===== src/sfb_pkg.sv =====
package sfb_pkg;

  // Pin lanes of the serial bus
  localparam int unsigned SFB_LANES = 4;
  localparam int unsigned SFB_LANE_SI = 0;
  localparam int unsigned SFB_LANE_SO = 1;
  localparam int unsigned SFB_LANE_WP = 2;
  localparam int unsigned SFB_LANE_HOLD = 3;

  // Bits per byte and bits moved per clock edge
  localparam logic [3:0] SFB_BYTE_BITS = 4'h8;
  localparam logic [3:0] SFB_STEP_W1 = 4'h1;
  localparam logic [3:0] SFB_STEP_W2 = 4'h2;
  localparam logic [3:0] SFB_STEP_W4 = 4'h4;
  localparam logic [3:0] SFB_CNT_ZERO = 4'h0;

  // Lanes driven per width; output enables are active low
  localparam logic [3:0] SFB_DRIVE_W1 = 4'h2;
  localparam logic [3:0] SFB_DRIVE_W2 = 4'h3;
  localparam logic [3:0] SFB_DRIVE_W4 = 4'hf;
  localparam logic [3:0] SFB_OE_NONE = 4'hf;
  localparam logic [3:0] SFB_IO_IDLE = 4'h0;

  localparam logic [7:0] SFB_BYTE_ZERO = 8'h00;

  typedef enum logic [1:0] {
    SFB_W1,
    SFB_W2,
    SFB_W4
  } sfb_width_t;

  typedef enum logic [1:0] {
    SFB_ST_WAIT,
    SFB_ST_DESEL,
    SFB_ST_SEL,
    SFB_ST_PAUSE
  } sfb_state_t;

  typedef struct packed {
    logic sclk;
    logic cs_b;
    logic [3:0] io;
  } sfb_pin_in_t;

  typedef struct packed {
    logic [3:0] io;
    logic [3:0] oe_b;
  } sfb_pin_out_t;

  typedef struct packed {
    logic valid;
    logic [7:0] data;
  } sfb_byte_t;

  // Block lock register, bit 7 down to bit 0
  typedef struct packed {
    logic protect_reg_write_lock;
    logic rsv_6;
    logic protect_range_sel_2;
    logic protect_range_sel_1;
    logic protect_range_sel_0;
    logic range_flip;
    logic range_complement;
    logic rsv_0;
  } sfb_lock_reg_t;

  localparam sfb_lock_reg_t SFB_LOCK_RESET = 8'h00;

endpackage : sfb_pkg


===== src/sfb_front_end.sv =====
// Functional notes
// Single line: capture input on rising clock
// Output changes only after falling clock edges
// Clock modes 0 and 3 work unconfigured
// Host keeps clock level steady at selects
// Two-line: input and output pins both bidirectional
// Four-line: all four pins become data
// Four-line only while four-line enable set
// Deselected: every data line high impedance
// Internal operations continue after deselect
// Ignore instructions until first select fall
// Multi-line: capture rising, drive after falling
// Write-protect low with lock blocks range writes
// Pause only in one/two-line, state preserved
// Pause on pause fall if clock low
// Leave pause on falling clock, pin high
// Paused: output off, input and clock ignored
// Host keeps select low during pause
// Four-line enable disables pause function
// Every byte moves most significant bit first
// Select rise abandons partial instruction
// Pause keeps bit counters and shift registers
`timescale 1ns/1ps
module sfb_front_end (
  input wire logic clk,
  input wire logic rst_b,
  input wire sfb_pkg::sfb_pin_in_t pins_in,
  output sfb_pkg::sfb_pin_out_t pins_out,
  input wire logic four_line_enable,
  input wire sfb_pkg::sfb_width_t width_sel,
  input wire logic tx_en,
  input wire logic [7:0] tx_data,
  output logic tx_taken,
  output sfb_pkg::sfb_byte_t rx,
  output logic selected,
  output logic paused,
  output logic frame_start,
  output logic frame_end,
  output logic frame_abort,
  output logic quad_refused,
  input wire logic set_stb,
  input wire sfb_pkg::sfb_lock_reg_t set_data,
  output sfb_pkg::sfb_lock_reg_t lock_reg,
  output logic set_reject
);

  typedef struct packed {
    sfb_pkg::sfb_state_t state;
    logic sclk_q;
    logic [7:0] rx_sh;
    logic [3:0] rx_cnt;
    logic [7:0] tx_sh;
    logic [3:0] tx_cnt;
    sfb_pkg::sfb_pin_out_t pout;
    sfb_pkg::sfb_byte_t rx;
    logic tx_taken;
    logic frame_start;
    logic frame_end;
    logic frame_abort;
    logic quad_refused;
    logic wp_low;
    logic selected;
    logic paused;
  } sfb_fe_state_t;

  localparam sfb_fe_state_t FE_RESET = '{
    state: sfb_pkg::SFB_ST_WAIT,
    pout: '{io: sfb_pkg::SFB_IO_IDLE, oe_b: sfb_pkg::SFB_OE_NONE},
    default: '0
  };

  sfb_fe_state_t st;
  sfb_fe_state_t next_st;

  logic [5:0] sync_raw;
  sfb_pkg::sfb_pin_in_t pin;

  localparam logic [7:0] SFB_BYTE_ZERO_W = sfb_pkg::SFB_BYTE_ZERO;

  // Pins cross from the host's clock into ours
  sfb_pin_sync #(
    .WIDTH(6)
  ) u_sync (
    .clk(clk),
    .rst_b(rst_b),
    .async_in(pins_in),
    .stable(sync_raw)
  );

  assign pin = sync_raw;

  // Bits moved per edge for a width
  function automatic logic [3:0] sfb_step(input sfb_pkg::sfb_width_t w);
    logic [3:0] s;
    s = sfb_pkg::SFB_STEP_W1;
    case (w)
      sfb_pkg::SFB_W2: begin
        s = sfb_pkg::SFB_STEP_W2;
      end
      sfb_pkg::SFB_W4: begin
        s = sfb_pkg::SFB_STEP_W4;
      end
      default: begin
        s = sfb_pkg::SFB_STEP_W1;
      end
    endcase
    return s;
  endfunction : sfb_step

  // Lanes driven for a width
  function automatic logic [3:0] sfb_drive(input sfb_pkg::sfb_width_t w);
    logic [3:0] m;
    m = sfb_pkg::SFB_DRIVE_W1;
    case (w)
      sfb_pkg::SFB_W2: begin
        m = sfb_pkg::SFB_DRIVE_W2;
      end
      sfb_pkg::SFB_W4: begin
        m = sfb_pkg::SFB_DRIVE_W4;
      end
      default: begin
        m = sfb_pkg::SFB_DRIVE_W1;
      end
    endcase
    return m;
  endfunction : sfb_drive

  // New bits enter at the bottom, so the first bit ends up on top
  function automatic logic [7:0] sfb_rx_shift(
    input logic [7:0] sh,
    input logic [3:0] io,
    input sfb_pkg::sfb_width_t w
  );
    logic [7:0] r;
    r = {sh[6:0], io[sfb_pkg::SFB_LANE_SI]};
    case (w)
      sfb_pkg::SFB_W2: begin
        r = {sh[5:0], io[sfb_pkg::SFB_LANE_SO],
             io[sfb_pkg::SFB_LANE_SI]};
      end
      sfb_pkg::SFB_W4: begin
        r = {sh[3:0], io};
      end
      default: begin
        r = {sh[6:0], io[sfb_pkg::SFB_LANE_SI]};
      end
    endcase
    return r;
  endfunction : sfb_rx_shift

  // Top bits of the byte go out first, highest lane carries the highest bit
  function automatic logic [3:0] sfb_tx_lanes(
    input logic [7:0] b,
    input sfb_pkg::sfb_width_t w
  );
    logic [3:0] o;
    o = sfb_pkg::SFB_IO_IDLE;
    case (w)
      sfb_pkg::SFB_W2: begin
        o[sfb_pkg::SFB_LANE_SO] = b[7];
        o[sfb_pkg::SFB_LANE_SI] = b[6];
      end
      sfb_pkg::SFB_W4: begin
        o = b[7:4];
      end
      default: begin
        o[sfb_pkg::SFB_LANE_SO] = b[7];
      end
    endcase
    return o;
  endfunction : sfb_tx_lanes

  sfb_pkg::sfb_width_t w_eff;
  logic sclk_rise;
  logic sclk_fall;
  logic hold_low;
  logic pause_ok;
  logic do_rx;
  logic do_tx;
  logic [7:0] tx_byte;
  logic [3:0] step;
  logic [3:0] rx_sum;
  logic [3:0] tx_sum;

  always_comb begin
    next_st = st;
    next_st.rx.valid = 1'b0;
    next_st.tx_taken = 1'b0;
    next_st.frame_start = 1'b0;
    next_st.frame_end = 1'b0;
    next_st.frame_abort = 1'b0;
    next_st.sclk_q = pin.sclk;
    // The pin is data in four-line mode, never write protect
    next_st.wp_low = ~pin.io[sfb_pkg::SFB_LANE_WP] & ~four_line_enable;
    do_rx = 1'b0;
    do_tx = 1'b0;
    tx_byte = SFB_BYTE_ZERO_W;
    rx_sum = sfb_pkg::SFB_CNT_ZERO;
    tx_sum = sfb_pkg::SFB_CNT_ZERO;

    // Edges are found from the clock level, not from its idle level
    sclk_rise = pin.sclk & ~st.sclk_q;
    sclk_fall = ~pin.sclk & st.sclk_q;
    hold_low = ~pin.io[sfb_pkg::SFB_LANE_HOLD];

    // Four-line transfers fall back to one line when not enabled
    w_eff = width_sel;
    next_st.quad_refused = 1'b0;
    if (width_sel == sfb_pkg::SFB_W4 && !four_line_enable) begin
      w_eff = sfb_pkg::SFB_W1;
      next_st.quad_refused = 1'b1;
    end
    step = sfb_step(w_eff);
    pause_ok = ~four_line_enable & (w_eff != sfb_pkg::SFB_W4);

    case (st.state)
      sfb_pkg::SFB_ST_WAIT: begin
        // A select already low at power-up does not open a frame
        if (pin.cs_b) begin
          next_st.state = sfb_pkg::SFB_ST_DESEL;
        end
      end
      sfb_pkg::SFB_ST_DESEL: begin
        if (!pin.cs_b) begin
          next_st.state = sfb_pkg::SFB_ST_SEL;
          next_st.frame_start = 1'b1;
          next_st.rx_cnt = sfb_pkg::SFB_CNT_ZERO;
          next_st.tx_cnt = sfb_pkg::SFB_CNT_ZERO;
          next_st.rx_sh = SFB_BYTE_ZERO_W;
          next_st.tx_sh = SFB_BYTE_ZERO_W;
        end
      end
      sfb_pkg::SFB_ST_SEL: begin
        if (pin.cs_b) begin
          // Only the shift state ends; core operations run on
          next_st.state = sfb_pkg::SFB_ST_DESEL;
          next_st.frame_end = 1'b1;
          next_st.frame_abort = (st.rx_cnt != sfb_pkg::SFB_CNT_ZERO);
          next_st.rx_cnt = sfb_pkg::SFB_CNT_ZERO;
          next_st.tx_cnt = sfb_pkg::SFB_CNT_ZERO;
        end else if (pause_ok && hold_low && !pin.sclk) begin
          // Entering on a falling edge freezes the bit that edge would send
          next_st.state = sfb_pkg::SFB_ST_PAUSE;
        end else begin
          do_rx = sclk_rise;
          do_tx = sclk_fall;
        end
      end
      sfb_pkg::SFB_ST_PAUSE: begin
        if (pin.cs_b) begin
          // Deselect during a pause drops the half-done instruction
          next_st.state = sfb_pkg::SFB_ST_DESEL;
          next_st.frame_end = 1'b1;
          next_st.frame_abort = (st.rx_cnt != sfb_pkg::SFB_CNT_ZERO);
          next_st.rx_cnt = sfb_pkg::SFB_CNT_ZERO;
          next_st.tx_cnt = sfb_pkg::SFB_CNT_ZERO;
        end else if (four_line_enable) begin
          next_st.state = sfb_pkg::SFB_ST_SEL;
        end else if (sclk_fall && !hold_low) begin
          next_st.state = sfb_pkg::SFB_ST_SEL;
          do_tx = 1'b1;
        end
        // Rising edges and input data are not looked at here
      end
      default: begin
        next_st.state = sfb_pkg::SFB_ST_WAIT;
      end
    endcase

    if (do_rx) begin
      // Cut to counter width; width must not change inside a byte
      rx_sum = 4'(st.rx_cnt + step);
      next_st.rx_sh = sfb_rx_shift(st.rx_sh, pin.io, w_eff);
      next_st.rx_cnt = rx_sum;
      if (rx_sum == sfb_pkg::SFB_BYTE_BITS) begin
        next_st.rx.valid = 1'b1;
        next_st.rx.data = sfb_rx_shift(st.rx_sh, pin.io, w_eff);
        next_st.rx_cnt = sfb_pkg::SFB_CNT_ZERO;
      end
    end

    if (do_tx) begin
      if (tx_en) begin
        // Core byte is taken at each byte boundary
        tx_byte = (st.tx_cnt == sfb_pkg::SFB_CNT_ZERO) ? tx_data : st.tx_sh;
        tx_sum = 4'(st.tx_cnt + step);
        next_st.pout.io = sfb_tx_lanes(tx_byte, w_eff);
        next_st.pout.oe_b = ~sfb_drive(w_eff);
        next_st.tx_sh = tx_byte << step;
        next_st.tx_cnt = tx_sum;
        next_st.tx_taken = (st.tx_cnt == sfb_pkg::SFB_CNT_ZERO);
        if (tx_sum == sfb_pkg::SFB_BYTE_BITS) begin
          next_st.tx_cnt = sfb_pkg::SFB_CNT_ZERO;
        end
      end else begin
        next_st.pout.oe_b = sfb_pkg::SFB_OE_NONE;
        next_st.pout.io = sfb_pkg::SFB_IO_IDLE;
      end
    end

    // Counters and shift registers are left alone outside selection paths
    if (next_st.state != sfb_pkg::SFB_ST_SEL) begin
      next_st.pout.oe_b = sfb_pkg::SFB_OE_NONE;
      next_st.pout.io = sfb_pkg::SFB_IO_IDLE;
    end

    // Registered so the status outputs come straight from flops
    next_st.selected = (next_st.state == sfb_pkg::SFB_ST_SEL) ||
                       (next_st.state == sfb_pkg::SFB_ST_PAUSE);
    next_st.paused = (next_st.state == sfb_pkg::SFB_ST_PAUSE);
  end

  always_ff @(posedge clk or negedge rst_b) begin
    if (!rst_b) begin
      st <= FE_RESET;
    end else begin
      st <= next_st;
    end
  end

  sfb_block_lock u_lock (
    .clk(clk),
    .rst_b(rst_b),
    .set_stb(set_stb),
    .set_data(set_data),
    .wp_low(st.wp_low),
    .lock_reg(lock_reg),
    .set_reject(set_reject)
  );

  assign pins_out = st.pout;
  assign tx_taken = st.tx_taken;
  assign rx = st.rx;
  assign selected = st.selected;
  assign paused = st.paused;
  assign frame_start = st.frame_start;
  assign frame_end = st.frame_end;
  assign frame_abort = st.frame_abort;
  assign quad_refused = st.quad_refused;

endmodule : sfb_front_end


===== src/sfb_pin_sync.sv =====
`timescale 1ns/1ps
module sfb_pin_sync #(
  parameter int unsigned WIDTH = 6
) (
  input wire logic clk,
  input wire logic rst_b,
  input wire logic [WIDTH-1:0] async_in,
  output logic [WIDTH-1:0] stable
);

  typedef struct packed {
    logic [WIDTH-1:0] s1;
    logic [WIDTH-1:0] s2;
    logic [WIDTH-1:0] s3;
    logic [WIDTH-1:0] stable;
  } sfb_sync_t;

  sfb_sync_t st;
  sfb_sync_t next_st;

  // Stage one only feeds stage two; the filter looks at stages two and three
  always_comb begin
    next_st = st;
    next_st.s1 = async_in;
    next_st.s2 = st.s1;
    next_st.s3 = st.s2;
    next_st.stable = (st.s2 & st.s3) | (st.stable & (st.s2 ^ st.s3));
  end

  always_ff @(posedge clk or negedge rst_b) begin
    if (!rst_b) begin
      st <= '0;
    end else begin
      st <= next_st;
    end
  end

  assign stable = st.stable;

endmodule : sfb_pin_sync


===== src/sfb_block_lock.sv =====
`timescale 1ns/1ps
module sfb_block_lock (
  input wire logic clk,
  input wire logic rst_b,
  input wire logic set_stb,
  input wire sfb_pkg::sfb_lock_reg_t set_data,
  input wire logic wp_low,
  output sfb_pkg::sfb_lock_reg_t lock_reg,
  output logic set_reject
);

  typedef struct packed {
    sfb_pkg::sfb_lock_reg_t regv;
    logic reject;
  } sfb_lock_state_t;

  sfb_lock_state_t st;
  sfb_lock_state_t next_st;

  always_comb begin
    next_st = st;
    next_st.reject = 1'b0;
    if (set_stb) begin
      if (st.regv.protect_reg_write_lock && wp_low) begin
        // Range bits stay frozen so the protected region stays protected
        next_st.reject = 1'b1;
      end else begin
        next_st.regv = set_data;
        next_st.regv.rsv_6 = 1'b0;
        next_st.regv.rsv_0 = 1'b0;
      end
    end
  end

  always_ff @(posedge clk or negedge rst_b) begin
    if (!rst_b) begin
      st <= '{regv: sfb_pkg::SFB_LOCK_RESET, reject: 1'b0};
    end else begin
      st <= next_st;
    end
  end

  assign lock_reg = st.regv;
  assign set_reject = st.reject;

endmodule : sfb_block_lock


===== config.mk =====
export PLATFORM = sky130hd
export DESIGN_NAME = sfb_front_end
export DESIGN_NICKNAME = d
export VERILOG_FILES = /design/src/sfb_pkg.sv /design/src/sfb_front_end.sv /design/src/sfb_pin_sync.sv /design/src/sfb_block_lock.sv
export SDC_FILE = /design/constraint.sdc
export NUM_CORES = 1
export LEC_CHECK = 0
export CAP_MARGIN = 20
export CORE_ASPECT_RATIO = 1.75
export CORE_MARGIN = 2
export CORE_UTILIZATION = 57
export DETAILED_ROUTE_END_ITERATION = 10
export DONT_BUFFER_PORTS = 1
export GPL_TIMING_DRIVEN = 0
export HOLD_SLACK_MARGIN = 0.06
export PLACE_DENSITY = 0.83
export SLEW_MARGIN = 20
export SYNTH_ARGS = -nofsm -noshare
export SYNTH_HDL_FRONTEND = slang
export SYNTH_SLANG_ARGS = --single-unit
export TNS_END_PERCENT = 5

===== constraint.sdc =====
create_clock -name clk -period 2 [get_ports clk]
set_input_delay 0.4 -clock clk [delete_from_list [all_inputs] [get_ports clk]]
set_output_delay 0.4 -clock clk [all_outputs]
set_load 0.02 [all_outputs]

# Word-level counts from Yosys, hierarchy flattened
# Index checks and enable logic that the tools add are counted.
# W data, S select, Z words.
dict set report op_classes {
  n_shift 1
  reduce_logical 19
  mux 52
  n_eq_ne 15
  bitwise 15
  n_addsub 2
}
# op count
set op_table {}
lappend op_table {{$mux W8} 4}
lappend op_table {{$mux W4} 6}
lappend op_table {{$pmux W4 S2} 3}
lappend op_table {{$mux W23} 1}
lappend op_table {{$mux W2} 11}
lappend op_table {{$mux W20} 1}
lappend op_table {{$mux W9} 2}
lappend op_table {{$mux W1} 16}
lappend op_table {{$pmux W8 S2} 1}
lappend op_table {{$and A6 B6 Y6} 2}
lappend op_table {{$eq A2 B2 Y1 const B} 6}
lappend op_table {{$mux W12} 1}
lappend op_table {{$mux W11} 1}
lappend op_table {{$add A4 B4 Y4} 2}
lappend op_table {{$eq A4 B4 Y1 const B} 2}
lappend op_table {{$pmux W2 S4} 1}
lappend op_table {{$shl A8 B4 Y8} 1}
lappend op_table {{$mux W7} 1}
lappend op_table {{$ne A2 B2 Y1 const B} 3}
lappend op_table {{$not A1 Y1} 6}
lappend op_table {{$or A6 B6 Y6} 1}
lappend op_table {{$pmux W3 S2} 1}
lappend op_table {{$reduce_and A2 Y1} 3}
lappend op_table {{$xor A6 B6 Y6} 1}
lappend op_table {{16 further kinds} 27}
dict set report totals {
  reg_bits 82
  inputBits 29
  output_inout_bits 33
  wordCells 133
}

# Longest topological paths before layout
dict set report depth {
  depth_word 15
  ltp_mapped 10
  mapped_depth_nobuf 9
}

# Modules after synthesis
# Synthesis repeated with hierarchy kept, for this count alone.
dict set report unflattened {
  hier_cells 360
  area_unflattened_um2 3995.1
}
# module cells_each seq_area_each_um2 area_each_um2 n_inst
set by_module_without_submodules {}
lappend by_module_without_submodules {sfb_front_end 299 1255.0 2935.3 1}
lappend by_module_without_submodules {sfb_pin_sync 42 600.6 765.7 1}
lappend by_module_without_submodules {sfb_block_lock 19 175.2 294.0 1}

# Worst setup path after synthesis
# Ideal clock, no wire load.
dict set report synth_timing {
  path_kind {input-to-reg}
  start {input four_line_enable}
  end {register st, in the netlist rx[0]}
  arrival_ps 2886
  slack_ps -1010
  stages 10
  setup_ps 125
  n_path_buf 2
  required_time_ps 1875
  path_cell_list {o21ai_0 -> ha_1 -> clkbuf_1 -> inv_1 -> fa_1 -> xnor2_1 -> nor3b_1 -> and3_1 -> buf_2 -> mux2_2}
}
dict set report synth_via {
  elab_chain_len 11
  elab_cells_between_ends 17
  cone_classes {add/sub (1); eq/ne (4); mux (5); bitwise (2); reduce/logical (5)}
}
# item line
set synth_lines {}
lappend synth_lines {{from (decl)} sfb_front_end.sv:29} ;# input wire logic four_line_enable,
lappend synth_lines {{parallel branches: the longest is 10 deep, another holds $add A4 B4 Y4} n/a}
lappend synth_lines {{$reduce_and A2 Y1 (no line) *} n/a}
lappend synth_lines {{to (signal assigned)} sfb_front_end.sv:317} ;# st <= next_st;
lappend synth_lines {{to (decl)} sfb_front_end.sv:72} ;# sfb_fe_state_t st;
# Every way passes the cells marked *.
# A chain may end at the register's enable or synchronous reset.

# Worst setup path after layout
dict set report layout_timing {
  start {input width_sel[0]}
  end {register st, in the netlist rx[0]}
}
dict set report layout_via {
  elab_chain_len 11
  elab_cells_between_ends 16
  cone_classes {add/sub (1); eq/ne (5); mux (5); bitwise (1); reduce/logical (4)}
}
# item line
set layout_lines {}
lappend layout_lines {{from (decl)} sfb_front_end.sv:30} ;# input wire sfb_pkg::sfb_width_t width_sel,
lappend layout_lines {{$eq A2 B2 Y1} sfb_front_end.sv:209} ;# if (width_sel == sfb_pkg::SFB_W4 && !four_line_enable) begin
lappend layout_lines {{$logic_and A1 B1 Y1} sfb_front_end.sv:209}
lappend layout_lines {{$mux W2 *} sfb_front_end.sv:209}
lappend layout_lines {{parallel branches: the longest is 7 deep, another holds $add A4 B4 Y4} n/a}
lappend layout_lines {{$reduce_and A2 Y1 (no line) *} n/a}
# Marks and branches as above.

==> qor.txt <==
Critical path endpoint category: flip-flop
Worst clock skew: 0.00651 ns
Hold Path Class: input pin to asynchronous set/reset pin
Clock Tree Root: clkbuf_16
FF-to-FF path depth: 6
Slew @ Worst Pin: 0.637 ns
WL final: 7970 um
DIE HEIGHT: 113 um
Vias post-DR: 2,652
Reg2reg setup slack: -0.03 ns
Met1 Usage GRT: 0.269
Reg2reg start: st[37]
Final setup violation count: 7
Total GRT Usage: 0.243
Data arrival, critical path: 2.27 ns
# DRC: 0
First-pass GRT wire length: 13,400 um
Final setup margin: -0.0519 ns
Layout fillers: 490
Max Slew Vio Count: 0
Buffers added on ports: 0
Most used routing layer: met2
Status: complete, but fails checks
Max reg flops: 27
Synth Warn #: 0
Final min period: 2.05 ns
Detail Route Antenna Nets: 0
Async S/R FF share, synth: 1.00
Setup Crit Path Kind: input pin to flip-flop
Mapped Area: 3870 um^2
Final non-filler cell area: 4440 um^2
Floorplan core area: 6540 um^2
#FFs+latches synth: 81
CTS HTree Levels: 3
Gpl congestion: 0.925
Sequential fraction of the synthesis area: 0.525
Drt via density: 5.91
CTS tree: yes
Fin. Hold Viols: 81
Fin nets: 407
Worst-path clk slew: 0.06 ns
Layout cell share with drive strength beyond 1: 0.229
Leakage: 0.00208 uW
Layout area overhead: 14.7%
Peak Freq: 0.487 GHz
Io pins: 62
Reg2reg end: rx[0]
Initial antenna violation count: 0
Number of enable flip-flop cells after synthesis: 0
Final non-filler cell total: 449
Synthesized instance count: 340
Final worst-path cycle share: 1.03
Wirelength per Cell: 17.7 um
Startpoint types: input pin
Hold slack final: -0.248 ns
CP Launch Point: width_sel[0]
Die width: 66.3 um
GR Util met3: 0.0686
PwrDens: 890 nW/um^2
TritonRoute pass-1 iters: 5
RSZ-0062 raised after global routing: true
Top fanout value on the critical path: 7
Primary FF master, synth: dfrtp_1
Biggest register: st
Relative slew slack: 0.575
Dpl cell area: 4050 um^2
Row count: 39
Violated checks: hold timing, setup timing
Inst Count DP: 423
VDD IR-drop max: 844 uV
GR Overflow Total: 0
Vias in the first global route: 2,759
Largest net degree at the start of global routing: 82
Effective utilization at floorplan: 0.592
Diode count: 0
Final HPWL DP: 5740 um
Clk buf depth: 2
Clock sink count: 81
Grt met2 use: 0.403
Distinct cells, synth: 54
Die area: 7490 um^2
Most common cell after layout, fill and taps aside: dfrtp_1
Mean Syn Cell Area: 11.4 um^2
Commonest non-fill, non-tap cells in the layout: dfrtp_1, buf_4, nor2_1
Clk Latency, worst-skew pair: 0.34 ns
Number of max-cap violations: 0
Starting DRC count in detailed routing: 232
WP data required: 2.22 ns
CTS Buf Count: 9
## kinds of logic (layout without fill, tap and decap cells)
| group | after synthesis | count (layout) | synth area share |
|---|---|---|---|
| and+or+nand+nor | 84 | 84 | 0.113 |
| DFF | 81 | 81 | 0.525 |
| AOI/OAI and AO/OA | 74 | 74 | 0.139 |
| buffers and inverters | 53 | 79 | 0.0753 |
| muxes | 28 | 28 | 0.0850 |
| adders and majority gates | 16 | 16 | 0.0556 |
| xor gates and xnor gates | 3 | 3 | 0.00679 |
| other | 1 | 2 | 0.000969 |
## worst max-delay path: stages
cell      delay [ns]
clkbuf_2        0.10
ha_4            0.27
ha_4            0.13
inv_2           0.03
fa_2            0.54
nor3b_4         0.20
and3_4          0.28
mux2_4          0.31
## area by class of cell
type,count,area (um^2),share of cell area
inverter,18,70.1,0.0158
sequential,81,2030,0.458
clock inverter,5,40.0,0.00902
multi-input combinational,207,1630,0.367
clock buffer,11,243,0.0547
timing repair buffer,11,82.6,0.0186
buffer,34,241,0.0544
tap,82,103,0.0231
## cell usage after synthesis (8+ instances only)
library cell,instances,area (um^2)
nand2_1,16,60.1
ha_1,14,175
inv_1,18,67.6
nand3_1,19,95.1
a22oi_1,8,60.1
mux2i_1,16,160
a21o_1,9,67.6
o21ai_0,13,65.1
dfrtp_1,78,1950
nor2_1,23,86.3
buf_4,20,150
clkbuf_1,11,41.3
a21oi_1,14,70.1
mux2_2,9,101
## stage by stage
step / setup slack (ns) / setup TNS [ns] / hold WS, ns / power, uW / util
2_1_floorplan: -0.386 / -2.28 / 0.104 / 2280 / -
3_3_place_gp: -0.523 / -4.07 / 0.106 / 2380 / 0.620
3_5_place_dp: -0.548 / -4.51 / 0.106 / 2410 / 0.620
4_1_cts: -0.102 / -0.372 / -0.258 / 3980 / 0.675
5_1_grt: -0.112 / -1.11 / -0.268 / 4140 / 0.679
6_report: -0.0519 / -0.190 / -0.248 / 3950 / 0.679
## what timing repair did
action | CTS | global route
endpoints found under the hold margin | 81 | 81
setup endpoints to repair | 12 | 14
buffers inserted | 8 | 3
resized for setup | 3 | 3
pin swaps | 5 | 2
## worst max path at each step
stage | slack, ns | end | depth (start not counted)
3_3_place_gp | -0.52 | rx[0] | 10
4_1_cts | -0.10 | rx[0] | 9
5_1_grt | -0.11 | st[36] | 6
6_report | -0.05 | rx[0] | 8
2_1_floorplan | -0.39 | rx[0] | 10
3_5_place_dp | -0.55 | rx[7] | 10
## report_power, final
part	internal (uW)	switching, uW	leakage (uW)
sequential	1750	134	0.00101
combinational	240	299	0.000946
clock	880	648	0.000128
## metal layers
metal  vias to the layer above  wire length [um]
met5                         -                 0
met4                         0               337
met3                        31               380
met2                        81              4410
met1                      1309              2840
li1                       1231                 -
Power figures use the tool's default switching activity.
